[src/include/tds_pkg.sv]
// tap detection package: register map, field layout, step table, carrier types
// assumes a 40 MHz single clock and a synchronous register port
package tds_pkg;

   // ======================================================
   // register map
   localparam logic [7:0] ADDR_TAP_SOURCE_STATUS = 8'h22;
   localparam logic [7:0] ADDR_TAP_THRESHOLD_X   = 8'h23;
   localparam logic [7:0] ADDR_TAP_THRESHOLD_Y   = 8'h24;
   localparam logic [7:0] ADDR_TAP_THRESHOLD_Z   = 8'h25;
   localparam logic [7:0] ADDR_TAP_TIME_LIMIT    = 8'h26;

   // ======================================================
   // field layout and reset values
   localparam int         THR_W          = 7;
   localparam int         LIMIT_W        = 8;
   localparam int         ACC_W          = 12;
   localparam int         SCALE_BASE_SH  = 4;
   localparam logic [1:0] FS_8G          = 2'h2;
   localparam logic [7:0] SOURCE_RESET   = 8'h00;
   localparam logic [6:0] THR_RESET      = 7'h00;
   localparam logic [7:0] LIMIT_RESET    = 8'h00;
   localparam logic [7:0] RDATA_UNMAPPED = 8'h00;

   // ======================================================
   // timing
   localparam int CLK_PERIOD_NS     = 25;
   localparam int BASE_STEP_NS      = 625000;
   localparam int BASE_STEP_CYCLES  = (BASE_STEP_NS + CLK_PERIOD_NS - 1) / CLK_PERIOD_NS;
   localparam int BASE_CNT_W        = 24;
   localparam int STEP_CNT_W        = 9;

   // step length as log2 of base steps, one nibble per rate code,
   // entry index is {lowpass, mode}
   localparam logic [7:0][31:0] STEP_LOG2_TABLE = {
      32'h88754321, 32'h22222221, 32'h77754321, 32'h55554321,
      32'h66643210, 32'h00000000, 32'h55532100, 32'h33332100};

   // ======================================================
   // types
   typedef enum logic [1:0] {
      TDS_MODE_NORMAL    = 2'h0,
      TDS_MODE_LOW_NOISE = 2'h1,
      TDS_MODE_HIGH_RES  = 2'h2,
      TDS_MODE_LOW_POWER = 2'h3
   } tds_mode_e;

   typedef struct packed {
      logic                    event_active_flag;
      logic                    z_axis_event;
      logic                    y_axis_event;
      logic                    x_axis_event;
      logic                    double_tap_flag;
      logic                    z_negative_sign;
      logic                    y_negative_sign;
      logic                    x_negative_sign;
   } tds_source_s;

   typedef struct packed {
      logic                    above;
      logic                    expired;
      logic                    sign;
      logic [LIMIT_W-1:0]      time_limit_count;
   } tds_axis_s;

   typedef struct packed {
      logic                    valid;
      logic                    second_tap;
      logic signed [ACC_W-1:0] z;
      logic signed [ACC_W-1:0] y;
      logic signed [ACC_W-1:0] x;
   } tds_sample_s;

   typedef struct packed {
      logic                    flag_latch_enable;
      logic [2:0]              double_enable;
      logic [2:0]              single_enable;
      logic                    tap_lowpass_enable;
      logic [2:0]              output_sample_rate;
      tds_mode_e               mode;
      logic [1:0]              full_scale;
   } tds_cfg_s;

   typedef struct packed {
      logic                    rd;
      logic                    wr;
      logic [7:0]              addr;
      logic [7:0]              wdata;
   } tds_regreq_s;

endpackage

[src/tds_tap.sv]
// tap detection core: thresholds, time limit, latched source register
// assumes synchronous inputs, one sample strobe per output sample, host register port
`timescale 1ns/1ps
`default_nettype none

// Function
// - a tap sets flags only when its axis and tap kind are enabled
// - bit 7 reads one once any enabled tap event has been reported
// - bits 6..4 report taps seen on z, y and x
// - bit 3 reads one for a double tap, zero for a single tap
// - bits 2..0 give negative polarity of the z, y and x tap
// - with latching on, a set event freezes all status bits until cleared
// - reading the source register clears all of its bits
// - reading the source register also drops the tap interrupt request
// - each axis threshold is seven bits, bit 7 reads zero, resets to zero
// - thresholds compare at fixed 8 g scale, 0.063 g per count
// - detection starts when an axis exceeds its threshold
// - time limit bounds the time above threshold for a valid tap
// - limit counts in time steps, longest interval 255 steps
// - with lowpass on the step follows rate and mode, from 1.25 ms
// - with lowpass off the step follows rate and mode, from 0.625 ms, fixed at 0.625 ms in high res mode
// - with latching off flags follow each new event
// - separate single and double enables per axis, all off at reset
module tds_tap
   import tds_pkg::*;
#(
   parameter int BASE_CYCLES = tds_pkg::BASE_STEP_CYCLES
) (
   input  wire logic               CLK,
   input  wire logic               RST_N,
   input  wire tds_pkg::tds_sample_s SAMPLE,
   input  wire tds_pkg::tds_cfg_s  CFG,
   input  wire tds_pkg::tds_regreq_s REG_REQ,
   output logic [7:0]              REG_RDATA,
   output logic                    TAP_IRQ
);
   import tds_pkg::*;

   // ======================================================
   // state
   typedef struct packed {
      tds_axis_s [2:0]              axis;
      tds_source_s                  src;
      logic [2:0][THR_W-1:0]        thr;
      logic [LIMIT_W-1:0]           tlim;
      logic [BASE_CNT_W-1:0]        base_cnt;
      logic [STEP_CNT_W-1:0]        step_cnt;
      logic [7:0]                   rdata;
   } tds_state_s;

   tds_state_s                      st;
   tds_state_s                      next_st;
   logic                            base_tick;
   logic                            step_tick;
   logic [3:0]                      step_log2;
   logic [STEP_CNT_W-1:0]           step_last;
   logic [2:0]                      tap_axis;
   logic [2:0]                      tap_ok;
   logic                            ev_any;
   logic                            src_read;
   logic [2:0][ACC_W-1:0]           acc_mag;
   logic [2:0][7:0]                 acc_scaled;
   logic [2:0]                      over;
   logic [3:0]                      scale_sh;

   // ======================================================
   // time step generation
   always_comb begin
      step_log2 = 4'(STEP_LOG2_TABLE[{CFG.tap_lowpass_enable, CFG.mode}]
                     >> {CFG.output_sample_rate, 2'b00});
      step_last = STEP_CNT_W'((STEP_CNT_W'(1) << step_log2) - STEP_CNT_W'(1));
      base_tick = (st.base_cnt == BASE_CNT_W'(BASE_CYCLES - 1));
      // at or past the last count, so a shorter step taken mid-count cannot stall the divider
      step_tick = base_tick && (st.step_cnt >= step_last);
   end

   // ======================================================
   // acceleration scaled to the fixed 8 g threshold grid
   always_comb begin
      scale_sh = 4'(SCALE_BASE_SH) + 4'(FS_8G - CFG.full_scale);
      for (int i = 0; i < 3; i++) begin
         acc_mag[i] = 12'h000;
         acc_scaled[i] = 8'h00;
         over[i] = 1'b0;
      end
      acc_mag[0] = SAMPLE.x[ACC_W-1] ? ACC_W'(-SAMPLE.x) : ACC_W'(SAMPLE.x);
      acc_mag[1] = SAMPLE.y[ACC_W-1] ? ACC_W'(-SAMPLE.y) : ACC_W'(SAMPLE.y);
      acc_mag[2] = SAMPLE.z[ACC_W-1] ? ACC_W'(-SAMPLE.z) : ACC_W'(SAMPLE.z);
      for (int i = 0; i < 3; i++) begin
         acc_scaled[i] = 8'(acc_mag[i] >> scale_sh);
         over[i] = acc_scaled[i] > {1'b0, st.thr[i]};
      end
   end

   // ======================================================
   // next state
   always_comb begin
      next_st = st;
      tap_axis = 3'h0;
      tap_ok = 3'h0;
      src_read = REG_REQ.rd && (REG_REQ.addr == ADDR_TAP_SOURCE_STATUS);

      // step divider
      next_st.base_cnt = base_tick ? '0 : BASE_CNT_W'(st.base_cnt + 1'b1);
      if (base_tick) begin
         next_st.step_cnt = step_tick ? '0 : STEP_CNT_W'(st.step_cnt + 1'b1);
      end

      // per axis excursion tracking
      for (int i = 0; i < 3; i++) begin
         if (st.axis[i].above && step_tick && !st.axis[i].expired) begin
            if (st.axis[i].time_limit_count >= st.tlim) begin
               next_st.axis[i].expired = 1'b1;
            end else begin
               next_st.axis[i].time_limit_count =
                  LIMIT_W'(st.axis[i].time_limit_count + 1'b1);
            end
         end
         if (SAMPLE.valid) begin
            if (!st.axis[i].above && over[i]) begin
               next_st.axis[i].above = 1'b1;
               next_st.axis[i].expired = 1'b0;
               next_st.axis[i].time_limit_count = '0;
               next_st.axis[i].sign = (i == 0) ? SAMPLE.x[ACC_W-1] :
                                      (i == 1) ? SAMPLE.y[ACC_W-1] : SAMPLE.z[ACC_W-1];
            end else if (st.axis[i].above && !over[i]) begin
               next_st.axis[i].above = 1'b0;
               tap_axis[i] = !st.axis[i].expired;
            end
         end
         tap_ok[i] = tap_axis[i] && (SAMPLE.second_tap ? CFG.double_enable[i]
                                                      : CFG.single_enable[i]);
      end
      ev_any = |tap_ok;

      // source register, clear on read, new event wins
      if (src_read) begin
         next_st.src = SOURCE_RESET;
      end
      if (ev_any && !(CFG.flag_latch_enable && st.src.event_active_flag && !src_read)) begin
         next_st.src.event_active_flag = 1'b1;
         next_st.src.z_axis_event = tap_ok[2];
         next_st.src.y_axis_event = tap_ok[1];
         next_st.src.x_axis_event = tap_ok[0];
         next_st.src.double_tap_flag = SAMPLE.second_tap;
         next_st.src.z_negative_sign = tap_ok[2] && st.axis[2].sign;
         next_st.src.y_negative_sign = tap_ok[1] && st.axis[1].sign;
         next_st.src.x_negative_sign = tap_ok[0] && st.axis[0].sign;
      end

      // host writes
      if (REG_REQ.wr) begin
         case (REG_REQ.addr)
            ADDR_TAP_THRESHOLD_X: begin
               next_st.thr[0] = REG_REQ.wdata[THR_W-1:0];
            end
            ADDR_TAP_THRESHOLD_Y: begin
               next_st.thr[1] = REG_REQ.wdata[THR_W-1:0];
            end
            ADDR_TAP_THRESHOLD_Z: begin
               next_st.thr[2] = REG_REQ.wdata[THR_W-1:0];
            end
            ADDR_TAP_TIME_LIMIT: begin
               next_st.tlim = REG_REQ.wdata;
            end
            default: begin
               next_st.tlim = st.tlim;
            end
         endcase
      end

      // host reads, data one cycle later
      if (REG_REQ.rd) begin
         case (REG_REQ.addr)
            ADDR_TAP_SOURCE_STATUS: begin
               next_st.rdata = st.src;
            end
            ADDR_TAP_THRESHOLD_X: begin
               next_st.rdata = {1'b0, st.thr[0]};
            end
            ADDR_TAP_THRESHOLD_Y: begin
               next_st.rdata = {1'b0, st.thr[1]};
            end
            ADDR_TAP_THRESHOLD_Z: begin
               next_st.rdata = {1'b0, st.thr[2]};
            end
            ADDR_TAP_TIME_LIMIT: begin
               next_st.rdata = st.tlim;
            end
            default: begin
               next_st.rdata = RDATA_UNMAPPED;
            end
         endcase
      end
   end

   // ======================================================
   // registers
   always_ff @(posedge CLK or negedge RST_N) begin
      if (!RST_N) begin
         st <= '0;
      end else begin
         st <= next_st;
      end
   end

   assign REG_RDATA = st.rdata;
   assign TAP_IRQ = st.src.event_active_flag;
endmodule

`default_nettype wire

[config.mk]
export PLATFORM = sky130hd
export DESIGN_NAME = tds_tap
export DESIGN_NICKNAME = d
export VERILOG_FILES = /design/src/include/tds_pkg.sv /design/src/tds_tap.sv
export SDC_FILE = /design/constraint.sdc
export NUM_CORES = 1
export LEC_CHECK = 0
export BUFFER_PORTS_ARGS = -buffer_cell sky130_fd_sc_hd__buf_2
export CORE_MARGIN = 2
export CORE_UTILIZATION = 45
export DETAILED_ROUTE_END_ITERATION = 16
export PLACE_DENSITY = 0.64
export SLEW_MARGIN = 40
export SYNTH_ARGS = -nofsm -noshare
export SYNTH_HDL_FRONTEND = slang
export SYNTH_SLANG_ARGS = --single-unit
[constraint.sdc]
create_clock -name CLK -period 2.95 [get_ports CLK]
set_input_delay 0.59 -clock CLK [delete_from_list [all_inputs] [get_ports CLK]]
set_output_delay 0.59 -clock CLK [all_outputs]
set_load 0.005 [all_outputs]
Word-level counts from Yosys, hierarchy flattened

Memories as Yosys holds them, arrays and structs flattened.
Index checks and enable logic that the tools add are counted.

Add/sub/neg operators: 11
Order comparisons: 8
Equal/unequal tests: 6
Shift operators: 5
Muxes and demuxes: 45
Reductions and logical operators: 49

Operators by type and width:

| cell                  | number |
|---|---|
| $mux 8                | 8 |
| $mux 10               | 6 |
| $eq 8x6->1 const B    | 5 |
| $pmux 8 s5            | 1 |
| $mux 12               | 3 |
| $neg 12->12           | 3 |
| $shr 12x4->8          | 3 |
| $mux 32               | 1 |
| $shr 32x5->4          | 1 |
| $add 24x1->24 const B | 1 |
| $add 8x1->8 const B   | 3 |
| $eq 24x15->1 const B  | 1 |
| $ge 8x8->1            | 3 |
| $gt 8x7->1            | 3 |
| $mux 1                | 24 |
| $mux 24               | 1 |
| $logic_and 1x1->1     | 23 |
| $reduce_and 2->1      | 10 |
| $logic_not 1->1       | 11 |
| $add 9x1->9 const B   | 1 |
| $ge 9x9->1            | 1 |
| $mux 9                | 1 |
| $shl 1x4->9 const A   | 1 |
| $sub 9x2->9 const B   | 1 |
| 5 further kinds       | 8 |

Register bits: 111
ROM bits: 256
Output and inout bits: 9
Memories kept: 1

Memories:

| name            | depth | width | read ports | clocked after memory_dff | wr ports | line          | text |
|---|---|---|---|---|---|---|---|
| (no name shown) | 8     | 32    | 1          | 0                        | 0        | tds_tap.sv:69 | `step_log2 = 4'(STEP_LOG2_TABLE[{CFG.tap_lowpass_enable, CFG.mode}]` |

Longest topological paths before layout

Depth after elaboration: 13
Mapped depth: 23
Mapped depth without buffers: 22

Least setup slack after synthesis

OpenSTA, ideal clock, no wires.

Kind: input-to-reg
From: input SAMPLE[12] in the netlist's numbering
To: register st[70] in the netlist's numbering
Setup time: 0.121 ns
Arrival: 4.806 ns
Required time: 2.829 ns
Setup slack: -1.977 ns
Cell stages on the path: 20
Path buffers: 0
Path through: inv_1 -> ha_1 -> or4b_2 -> o31ai_1 -> xnor2_1 -> mux2_2 -> a22oi_1 -> a21oi_1 -> ha_1 -> nor2b_1 -> o21a_1 -> o21a_1 -> o21ai_0 -> a21oi_1 -> a221o_1 -> ha_1 -> or4_1 -> nand3_1 -> a21oi_1 -> a22o_1

Word-level cells in the longest chain between the ends: 13
Elaborated cells between the ends (all ways): 15
Classes of those cells: add/sub (1); order compare (1); shift (1); mux (5); reduce/logical (7)

RTL lines:

| element                                     | line           | text |
|---|---|---|
| start, declared                             | tds_tap.sv:31  | `input wire tds_pkg::tds_sample_s SAMPLE,` |
| $neg 12->12                                 | tds_tap.sv:87  | `acc_mag[1] = SAMPLE.y[ACC_W-1] ? ACC_W'(-SAMPLE.y) : ACC_W'(SAMPLE.y);` |
| $mux 12 *                                   | tds_tap.sv:87  |  |
| $shr 12x4->8 *                              | tds_tap.sv:90  | `acc_scaled[i] = 8'(acc_mag[i] >> scale_sh);` |
| $gt 8x7->1 *                                | tds_tap.sv:91  | `over[i] = acc_scaled[i] > {1'b0, st.thr[i]};` |
| $logic_not 1->1                             | tds_tap.sv:126 | `end else if (st.axis[i].above && !over[i]) begin` |
| $logic_and 1x1->1                           | tds_tap.sv:126 |  |
| $mux 1                                      | tds_tap.sv:126 |  |
| $mux 1 *                                    | tds_tap.sv:120 | `if (!st.axis[i].above && over[i]) begin` |
| $mux 1 *                                    | tds_tap.sv:119 | `if (SAMPLE.valid) begin` |
| $logic_and 1x1->1 *                         | tds_tap.sv:131 | `tap_ok[i] = tap_axis[i] && (SAMPLE.second_tap ? CFG.double_enable[i]` |
| $reduce_or 3->1 *                           | tds_tap.sv:134 | `ev_any = \|tap_ok;` |
| $logic_and 1x1->1 *                         | tds_tap.sv:140 | `if (ev_any && !(CFG.flag_latch_enable && st.src.event_active_flag && !src_read)) begin` |
| $mux 8 or $reduce_bool 2->1 (tied branches) | -              |  |
| end signal, assigned                        | tds_tap.sv:203 | `st <= next_st;` |
| end, declared                               | tds_tap.sv:51  | `tds_state_s st;` |

Every way passes the cells marked *; elsewhere a longest branch is shown, timed or not.
A chain may end at the register's enable or synchronous reset.

Worst setup path after layout

Same ends and word-level chain as after synthesis.

==> results.cfg <==
[floorplan]
fp.dieW_um = 148.6
die_h_um = 148.6
start_util_pct = 46.23
pin_count = 82
core_mm2 = 0.02036
die_area_mm2 = 0.02210
rows = 52

[worst_setup_path]
critical_path_class = in -> reg
cp_data_required_time_ps = 3200
critPathLaunchType = input pin
rr_worst_depth = 13
r2r_setup_slack_ps = -110
worst-path-max-fanout = 7
r2r_start = st[64]
cp-endpoint = st[70]
timing.rr.end = st[70]
end_kind = flip-flop
critical_path_arrival_ps = 4720
startpoint = SAMPLE[12]

[global_route]
grt_pass1_vias = 8675
grt_usage_pct = 23.77
grt_max_degree = 54
grt_antenna_before_repair = 1
grt.overflow.total = 0
grt_util_met2_pct = 38.24
grt_pass1_wl_mm = 42.76
top_usage_layer = met2
grt_use_met1_pct = 33.88
use_met3_pct = 3.497

[sta]
worst_pin_slew_ps = 727.0
fin_crit_ps = 4468
finalHoldViolations = 0
fin_ws_ps = -1518
slew_viol_final = 0
finalSetupViolations = 50
finClkSkew_ps = 9.773
finalCritPeriodShare_pct = 151.5
max_freq_ghz = 0.2238
grt_setup_unrepaired = true
setup-tns-final_ps = -52190
slew_headroom_pct = 51.32

[cts]
cts_tree = done
cts.clk_slew.worst_paths_ps = 80
root_buffer = clkbuf_16
cts-hold-fix-buffers = 0
ctsHtreeMaxLevel = 3
clock_sinks = 111
max-clock-path-buffers = 2
cts_made_buffers = 9
worst_skew_pair.late_latency_ps = 360

[synth]
synth_seq_cells = 111
yosys_warnings = 0
synthCells = 1071
yosys_most_used_dff = dfrtp_1
syn_nets = 1220
synthArstFlopShare_pct = 100.0
synth-edff-count = 0
synth_area_mm2 = 0.009415
syn_area_per_cell_um2 = 8.791
yosysSeqAreaShare_pct = 29.50
ys_types = 81

[status]
violations = negative setup slack
status = finished, violations left

[drt]
firstDrtPassIters = 4
drtAntennaViolNets = 0
vias = 9035
wirelength_mm = 26.48
drc = 0
drt_iter0_drc = 551
wire_per_inst_um = 16.61
vias_per_cell = 5.668

[place]
dp.final_hpwl_mm = 19.83
gp_congestion = 0.8737
numPortBuffers = 81

[cells_and_area]
num_antenna_cells = 0
postLayoutCoreUtil_pct = 63.42
fillers = 1719
layout-drive-gt1-share_pct = 38.90
final_common_cell = buf_4
final_cell_mix = buf_4, dfrtp_1, buf_2
fin_nets = 1468
area_growth_pct = 37.18

[power_and_ir_drop]
p_sw_share_pct = 34.99
p_sw_mw = 1.792
power_density_mw_per_mm2 = 396.4
intPower_mw = 3.328
clockPowerShare_pct = 23.1
ir_drop_mv = 0.3468
p_seq_share_pct = 33.8
combPwrFrac_pct = 43.1
cellLeakagePower_nw = 5.896

[worst_hold_path]
worstHoldPathType = in -> async

[run]
maxCapViolations = 0
[registers in the layout, summed over array words and instances, names as in the netlist]
signal,count
REG_RDATA,8
TAP_IRQ,1
st,102
[how the worst min path moves through the flow]
stage / end / from / slack [ps]
after floorplan: REG_RDATA[0] / RST_N / 290
after global placement: st[40] / st[40] / 470
after detailed placement: st[40] / st[40] / 470
after CTS: st[16] / RST_N / 220
after global routing: st[16] / RST_N / 240
final: st[16] / RST_N / 210
[worst max-delay path: stages]
cell,delay [ps]
buf_12,110
inv_12,40
ha_4,120
or4b_4,510
o41ai_4,390
xor2_2,140
buf_4,160
o221a_2,250
a21oi_1,200
ha_1,280
o21a_1,180
o22ai_1,210
a21oi_2,70
a221o_1,310
ha_4,180
or4_4,540
nand3_4,130
a21oi_4,90
a22o_1,220
[power groups by stage]
stage          logic, mW  registers (mW)  clock network (mW)
2_1_floorplan       1.21            1.72                   0
3_3_place_gp        1.83            1.75                   0
3_5_place_dp        1.86            1.75                   0
4_1_cts             2.07            1.72                1.20
5_1_grt             2.40            1.75                1.26
6_report            2.21            1.73                1.18
[stage by stage]
stage	std cells	setup slack [ps]	hold slack, ps	area [um^2]	power (mW)
after floorplan	1071	-1571	294.4	9948	2.931
after global placement	1550	-2000	465.8	11790	3.581
after detailed placement	1550	-2107	469.2	11790	3.618
after CTS	1583	-1471	224.3	12600	4.998
after global routing	1594	-1702	243.3	12920	5.406
final	1594	-1518	214.0	12920	5.120
[area by class of cell]
cell class | instances | area (um^2) | share of cell area [%]
clock buffers | 10 | 229.0 | 1.773
inverters | 68 | 287.8 | 2.228
clock inverters | 6 | 50.05 | 0.3875
repair buffers | 297 | 2230 | 17.26
well taps | 270 | 337.8 | 2.616
flip-flops and latches | 111 | 2778 | 21.51
multi-input cells | 832 | 7004 | 54.23
[synth_stat cells, drive strengths merged (6+ instances only)]
| cell | instances | share of area, % |
|---|---|---|
| a211oi | 17 | 1.4 |
| a21o | 13 | 1.0 |
| a21oi | 46 | 2.5 |
| a221oi | 8 | 0.74 |
| a22oi | 16 | 1.3 |
| a31o | 11 | 1.0 |
| a31oi | 15 | 1.0 |
| and2 | 16 | 1.1 |
| and3 | 20 | 1.3 |
| buf | 19 | 1.2 |
| clkbuf | 42 | 1.7 |
| dfrtp | 111 | 30 |
| ha | 76 | 10 |
| inv | 68 | 2.7 |
| mux2 | 38 | 4.5 |
| mux2i | 35 | 3.7 |
| nand2 | 69 | 2.8 |
| nand2b | 12 | 0.80 |
| nand3 | 42 | 2.2 |
| nand4 | 19 | 1.3 |
| nor2 | 73 | 2.9 |
| nor2b | 12 | 0.80 |
| nor3 | 21 | 1.1 |
| nor4 | 7 | 0.53 |
| o2111ai | 6 | 0.56 |
| o211ai | 12 | 0.96 |
| o21a | 12 | 0.96 |
| o21ai | 58 | 3.1 |
| o22ai | 6 | 0.40 |
| o31ai | 8 | 0.64 |
| o41ai | 7 | 0.65 |
| or2 | 7 | 0.47 |
| or3 | 8 | 0.53 |
| or4 | 7 | 0.56 |
| xnor2 | 33 | 3.1 |
| xor2 | 24 | 2.2 |
[timing repair]
item,4_1_cts,5_1_grt
gates cloned,2,0
gates resized for setup,86,46
pin swaps,63,31
buffers inserted,18,13
setup endpoints to repair,50,50
[cells by family (layout without fill, tap and decap cells)]
logic type               after synthesis  count (layout)  share of synthesized area, %
multiplexers                          76              76                         8.983
AO/OA/AOI/OAI                        288             288                         22.19
AND/OR/NAND/NOR                      334             335                         18.37
adder cells (fa/ha/maj)               76              76                         10.10
buffers and inverters                129             381                         5.555
XOR/XNOR                              57              57                         5.302
flip-flops                           111             111                         29.50
[layer usage]
layer  vias up  share of wire (%)
li1       4452                  -
met1      4384                 49
met2       174                 46
met3        23                3.9
met4         2                1.0
met5         -              0.049
Power figures use the tool's default switching activity.
